--- src/pkg/sfor_consts.vh ---
// constants for the sequence flag output routing block
`ifndef SFOR_CONSTS_VH
`define SFOR_CONSTS_VH
`define SFOR_SEL_W 3
`define SFOR_SEL_NONE 3'h0
`define SFOR_SEL_MAX 3'h4
`define SFOR_SEL_RESET 3'h0
`define SFOR_MODE_W 2
`define SFOR_MODE_PROG 2'h0
`define SFOR_NPORTS 4
`endif

--- src/hdl/sfor_routing.v ---
// sequence flag output routing to general output ports
`timescale 1ns/1ps
`include "sfor_consts.vh"
module sfor_routing #(
  parameter NPORTS = `SFOR_NPORTS
) (
  input wire core_clk,
  input wire rst_n,
  input wire clk_en,
  input wire [`SFOR_MODE_W-1:0] op_mode,
  input wire seq_executing,
  input wire sequence_flag_polarity,
  input wire sel_wr,
  input wire [`SFOR_SEL_W-1:0] sel_wr_data,
  input wire parameter_commit_command,
  input wire [`SFOR_SEL_W-1:0] saved_sel,
  input wire saved_valid,
  input wire [NPORTS-1:0] gp_out_in,
  output wire [NPORTS-1:0] gp_out,
  output wire [NPORTS-1:0] routed_mask,
  output wire [`SFOR_SEL_W-1:0] sel_effective,
  output wire [`SFOR_SEL_W-1:0] sel_pending,
  output wire sel_avail,
  output wire sequence_flag_state_query,
  output wire commit_req,
  output wire [`SFOR_SEL_W-1:0] commit_data
);

  // selection registers
  reg [`SFOR_SEL_W-1:0] eff_ff;
  reg [`SFOR_SEL_W-1:0] nxt_eff;
  reg [`SFOR_SEL_W-1:0] pend_ff;
  reg [`SFOR_SEL_W-1:0] nxt_pend;
  reg load_done_ff;
  reg nxt_load_done;

  // commit request towards the store
  reg commit_req_ff;
  reg nxt_commit_req;
  reg [`SFOR_SEL_W-1:0] commit_data_ff;
  reg [`SFOR_SEL_W-1:0] nxt_commit_data;

  // port outputs
  reg [NPORTS-1:0] gp_out_ff;
  wire [NPORTS-1:0] nxt_gp_out;
  reg [NPORTS-1:0] routed_mask_ff;
  wire [NPORTS-1:0] nxt_routed_mask;

  // readback registers
  reg [`SFOR_SEL_W-1:0] sel_effective_ff;
  reg [`SFOR_SEL_W-1:0] nxt_sel_effective;
  reg [`SFOR_SEL_W-1:0] sel_pending_ff;
  reg [`SFOR_SEL_W-1:0] nxt_sel_pending;
  reg sel_avail_ff;
  reg nxt_sel_avail;
  reg query_ff;
  reg nxt_query;

  // decode
  wire prog_mode;
  wire flag_level;
  wire saved_ok;
  wire wr_ok;
  wire [NPORTS-1:0] hit;

  // programmed-motion mode only
  assign prog_mode = (op_mode == `SFOR_MODE_PROG);

  // polarity applied to raw flag
  assign flag_level = seq_executing ^ ~sequence_flag_polarity;

  // stored value usable only when valid and in range
  assign saved_ok = saved_valid &&
    (saved_sel <= `SFOR_SEL_MAX);

  // writes only in mode 0 and in range
  assign wr_ok = sel_wr && prog_mode &&
    (sel_wr_data <= `SFOR_SEL_MAX);

  // selection next state; effective moves only after reset
  always @* begin
    nxt_load_done = load_done_ff;
    nxt_eff = eff_ff;
    nxt_pend = pend_ff;
    if (!load_done_ff) begin
      // first enabled edge after reset takes saved value if usable, else the reset value
      nxt_load_done = 1'b1;
      if (saved_ok) begin
        nxt_eff = saved_sel;
        nxt_pend = saved_sel;
      end else begin
        nxt_eff = `SFOR_SEL_RESET;
        nxt_pend = `SFOR_SEL_RESET;
      end
    end else if (wr_ok) begin
      // pending only, last write wins
      nxt_pend = sel_wr_data;
    end
  end

  // commit pulse carries the pending value
  always @* begin
    nxt_commit_req = 1'b0;
    nxt_commit_data = commit_data_ff;
    if (load_done_ff && parameter_commit_command) begin
      nxt_commit_req = 1'b1;
      nxt_commit_data = pend_ff;
    end
  end

  // per-port routing
  genvar i;
  generate
    for (i = 0; i < NPORTS; i = i + 1) begin : g_port
      localparam [`SFOR_SEL_W-1:0] PORT_CODE = i + 1;
      // port carries the flag only when named
      assign hit[i] = prog_mode && load_done_ff &&
        (eff_ff == PORT_CODE);
      assign nxt_routed_mask[i] = hit[i];
      // active while executing, inactive otherwise
      assign nxt_gp_out[i] = hit[i] ? flag_level :
        gp_out_in[i];
    end
  endgenerate

  // readback, hidden in pulse modes
  always @* begin
    nxt_sel_avail = prog_mode;
    nxt_query = prog_mode & seq_executing;
    if (prog_mode) begin
      nxt_sel_effective = eff_ff;
      nxt_sel_pending = pend_ff;
    end else begin
      nxt_sel_effective = `SFOR_SEL_NONE;
      nxt_sel_pending = `SFOR_SEL_NONE;
    end
  end

  // selection state, frozen while clk_en is low
  always @(posedge core_clk or negedge rst_n) begin
    if (!rst_n) begin
      eff_ff <= `SFOR_SEL_RESET;
      pend_ff <= `SFOR_SEL_RESET;
      load_done_ff <= 1'b0;
    end else if (clk_en) begin
      eff_ff <= nxt_eff;
      pend_ff <= nxt_pend;
      load_done_ff <= nxt_load_done;
    end
  end

  // commit registers
  always @(posedge core_clk or negedge rst_n) begin
    if (!rst_n) begin
      commit_req_ff <= 1'b0;
      commit_data_ff <= `SFOR_SEL_RESET;
    end else if (clk_en) begin
      commit_req_ff <= nxt_commit_req;
      commit_data_ff <= nxt_commit_data;
    end
  end

  // port output registers
  always @(posedge core_clk or negedge rst_n) begin
    if (!rst_n) begin
      gp_out_ff <= {NPORTS{1'b0}};
      routed_mask_ff <= {NPORTS{1'b0}};
    end else if (clk_en) begin
      gp_out_ff <= nxt_gp_out;
      routed_mask_ff <= nxt_routed_mask;
    end
  end

  // readback registers
  always @(posedge core_clk or negedge rst_n) begin
    if (!rst_n) begin
      sel_effective_ff <= `SFOR_SEL_RESET;
      sel_pending_ff <= `SFOR_SEL_RESET;
      sel_avail_ff <= 1'b0;
      query_ff <= 1'b0;
    end else if (clk_en) begin
      sel_effective_ff <= nxt_sel_effective;
      sel_pending_ff <= nxt_sel_pending;
      sel_avail_ff <= nxt_sel_avail;
      query_ff <= nxt_query;
    end
  end

  // outputs straight from flip-flops
  assign gp_out = gp_out_ff;
  assign routed_mask = routed_mask_ff;
  assign sel_effective = sel_effective_ff;
  assign sel_pending = sel_pending_ff;
  assign sel_avail = sel_avail_ff;
  assign sequence_flag_state_query = query_ff;
  assign commit_req = commit_req_ff;
  assign commit_data = commit_data_ff;

endmodule // sfor_routing

--- config.mk ---
export PLATFORM = sky130hd
export DESIGN_NAME = sfor_routing
export DESIGN_NICKNAME = d
export VERILOG_FILES = /design/src/hdl/sfor_routing.v
export VERILOG_INCLUDE_DIRS = /design/src /design/src/pkg
export SDC_FILE = /design/constraint.sdc
export NUM_CORES = 1
export LEC_CHECK = 0
export BUFFER_PORTS_ARGS = -buffer_cell sky130_fd_sc_hd__buf_2
export CAP_MARGIN = 10
export CORE_AREA = 2 2 53 55
export DETAILED_ROUTE_END_ITERATION = 8
export DIE_AREA = 0 0 55 57
export PLACE_DENSITY_LB_ADDON = 0.2
export SYNTH_ARGS = -nofsm -noshare
export SYNTH_HDL_FRONTEND = slang
export SYNTH_SLANG_ARGS = --single-unit
--- constraint.sdc ---
create_clock -name core_clk -period 2 [get_ports core_clk]
set_clock_uncertainty 0.05 [all_clocks]
set_input_delay 0.1 -clock core_clk [delete_from_list [all_inputs] [get_ports core_clk]]
set_output_delay 0.1 -clock core_clk [all_outputs]
set_load 0.05 [all_outputs]
==> key figures <==
Status
  • Status: finished, final reports clean

STA
  • Post-route minimum period: approximately 1800 ps
  • Slew Limit Headroom: around 61%
  • Fmax: about 0.57 GHz
  • Setup Viol. Count Final: 0
  • Minimum setup slack in the final design: ~240 ps
  • Setup TNS Final: 0 ps
  • Max-slew violation total from the final report: 0
  • Unrepaired setup endpoints after global routing: false
  • Measured slew at the worst slew-check pin: about 580 ps
  • Final period util: around 88%
  • Number of hold-slack violations in the final timing report: 0

Die
  • Die X-Extent: 55 um
  • Effective utilization at floorplan: approximately 46%
  • Die area: 3140 um2
  • Row count: 19
  • Boundary pin count: 40
  • Chip height: 57 um
  • Area of the placeable core: ~2600 um2

Layout
  • Count of inserted antenna diode cells: 0
  • Area of all placed cells without fillers: around 1500 um2
  • Fraction of final layout cells with drive strength greater than 1: between 30% and 40%
  • Sequential cell area: about 680 um2
  • Number of fill cells: 237
  • Area occupied by multi-input gates: just under 500 um2
  • Most common library cell in the layout ignoring fill and taps: buf_2
  • Total Nets Final: about 170
  • Highest-count cells in the layout ignoring fill and taps: 39 x buf_2, 27 x dfrtp_1, 10 x nand2_1
  • Area growth, synth to finish: 27.7%

Placement
  • Area after DPL: approximately 1400 um2
  • Quantity of I/O buffers inserted on ports: 39
  • GP Congestion: ~0.76
  • Post-detailed-placement half-perimeter wirelength: roughly 1900 um
  • Pre-CTS setup slack: between 300 and 400 ps

Worst hold path
  • Hold Path Class: in2reg

Critical path
  • Ordered cell list for the critical path: nand2b_1, o41ai_1, dlygate4sd3_1
  • Peak fanout along the critical path: 12
  • Critical path data required time: 2220 ps
  • WS Path Type: reg2reg
  • Worst path slowest cell: dlygate4sd3_1
  • Capturing point of the worst reg2reg path: eff_ff[2]$_DFFE_PN0P_
  • Critical path capture point type: flop
  • Crit path launch type: flop
  • Launching point of the worst reg2reg path: load_done_ff$_DFFE_PN0P_
  • Reg2reg path depth: 3
  • CP Launch Point: load_done_ff$_DFFE_PN0P_
  • CP peak stage delay: a little under 600 ps
  • Arrival @ worst endpoint: between 1500 and 2000 ps
  • Worst-case register-to-register setup slack: roughly 240 ps
  • Crit path capture: eff_ff[2]$_DFFE_PN0P_

Global routing
  • Largest net degree at the start of global routing: 28
  • Number of antenna violations at the first check in global routing: 0
  • GR Util All Layers: between 10% and 20%
  • Wire length of the first global-routing pass: around 4300 um
  • Vias in the first global route: about 980
  • Global-route congestion overflow total: 0

Yosys
  • Fraction of the yosys area taken by sequential cells: between 50% and 60%
  • Syn nets: between 100 and 150
  • Average size of a mapped cell: around 12 um2
  • Distinct cell type count of the synthesized netlist: 31
  • Dominant cells by area after synthesis: dfrtp_1 56%, mux2_2 5.6%, a22o_1 5.1%
  • Count of warnings emitted by yosys: 0
  • Number of synthesized flops with an enable pin: 0
  • Cell taking the most area after synthesis: dfrtp_1
  • Synthesized netlist cell count: between 100 and 150
  • Cell Area, Synth: approximately 1200 um2
  • Post-synthesis register bit count: 27
  • Share of synthesized registers carrying an async set or reset: 100%
  • Dominant register cell in the synthesized netlist: dfrtp_1
  • Share of the synthesized area in the top cell type: between 50% and 60%

Clocking
  • Post-CTS setup buffers: 0
  • Clock Root Buffer: clkbuf_4
  • CTS Buf Count: 3
  • Clock tree from TritonCTS: built
  • Longest Clk Path Bufs: 2
  • CTS sink cnt: 27
  • Clock latency on the worst-skew pair: roughly 320 ps
  • Maximum level of the CTS H-tree: 1
  • Hold-fix buffers at CTS: 9
  • Total of cells resized after clock tree synthesis: 0
  • Register clock-pin slew on the reported worst setup and hold paths: 140 ps

Drt
  • Wirelength per Cell: between 10 and 15 um
  • Total vias in the final route: approximately 1,000
  • Routed wire length: 2550 um
  • DR DRC count: 0
  • Initial drt markers: 21
  • Via-to-Cell Ratio: roughly 5.5
  • Number of nets with antenna violations after detailed routing: 0
  • Initial DRT Pass Iterations: 4

Pwr
  • Static Leakage: 0.771 nW
  • Worst ir drop on vdd: a little over 0.5 mV
  • NetSw: about 0.41 mW
  • Clock network fraction of design power: 19.8%
  • Combinational power share: a little over a quarter
  • Pwr dens: just under 800 nW/um2
  • Switching Share: between 30% and 40%
  • Total internal power: about 0.78 mW
  • Share of power burned in registers: 53.2%

Job
  • Number of max-capacitance violations reported: 0
## sequential cells by signal, indices dropped and copies added, names as in the netlist
| name | flops |
|---|---|
| pend_ff | 3 |
| load_done_ff | 1 |
| gp_out | 4 |
| commit_data | 3 |
| commit_req | 1 |
| sequence_flag_state_query | 1 |
| sel_pending | 3 |
| sel_effective | 3 |
| routed_mask | 4 |
| eff_ff | 3 |
| sel_avail | 1 |
## critical path, delay by kind of cell (launching register included)
family                 cells  cell delay, ps
AND/OR/NAND/NOR            1             290
AO/OA/AOI/OAI              1             250
buffers and inverters      1             590
flip-flops                 1             540
## metrics by stage
step | util [%] | instances | total power, mW | hold WS [ps]
after global placement | 54.5 | 170 | 0.947 | 84.7
after global routing | 58.9 | 183 | 1.25 | 2.23
after floorplan | - | 103 | 0.856 | -246
after detailed placement | 54.5 | 170 | 0.954 | 85.9
after CTS | 58.9 | 183 | 1.20 | 5.74
final | 58.9 | 183 | 1.19 | 4.74
## synth_stat cells (all sizes together), types with 3 or more instances
cell / instances
a31oi: 3
o21ai: 9
mux2: 6
o41ai: 3
nor2: 4
nor3: 3
inv: 3
a22o: 7
buf: 3
dfrtp: 27
nand2: 10
a21o: 4
## kinds of logic after synthesis
logic type             synth area share [%]
AND/OR/NAND/NOR                        16.4
buffers and inverters                  3.83
AO/OA/AOI/OAI                          17.5
flip-flops                             56.0
XOR/XNOR                              0.726
multiplexers                           5.60
## worst min-delay path by stage
stage / from / to / cells after the start
after floorplan: rst_n / commit_data[0]$_DFFE_PN0P_ / 0
after global placement: rst_n / commit_req$_DFFE_PN0P_ / 1
after detailed placement: rst_n / commit_req$_DFFE_PN0P_ / 1
after CTS: op_mode[1] / routed_mask[3]$_DFFE_PN0P_ / 2
after global routing: op_mode[1] / routed_mask[3]$_DFFE_PN0P_ / 2
final: op_mode[1] / routed_mask[3]$_DFFE_PN0P_ / 2
## cell type report
class                   instances  area share (%)
flip-flops and latches         27            43.8
multi-input cells              67            31.5
repair buffers                 50            19.5
well taps                      31            2.52
clock buffers                   4            1.70
inverters                       4           0.974
## power by group through the flow
stage	logic [mW]	registers (mW)	clock network, mW
2_1_floorplan	0.0791	0.777	0
3_3_place_gp	0.306	0.641	0
6_report	0.321	0.631	0.234
4_1_cts	0.324	0.632	0.243
5_1_grt	0.343	0.642	0.270
3_5_place_dp	0.311	0.643	0
## routing by layer
metal / wire length [um] / vias to the layer above / part of all wire (%) / track usage, %
met2: 1230 / 29 / 48 / 28.9
li1: - / 483 / - / -
met1: 1180 / 482 / 46 / 24.9
met3: 111 / 4 / 4.4 / 2.88
met5: 0 / - / 0 / 0
met4: 32 / 0 / 1.3 / 8.71
No activity file was read; power rests on OpenSTA's default activity.
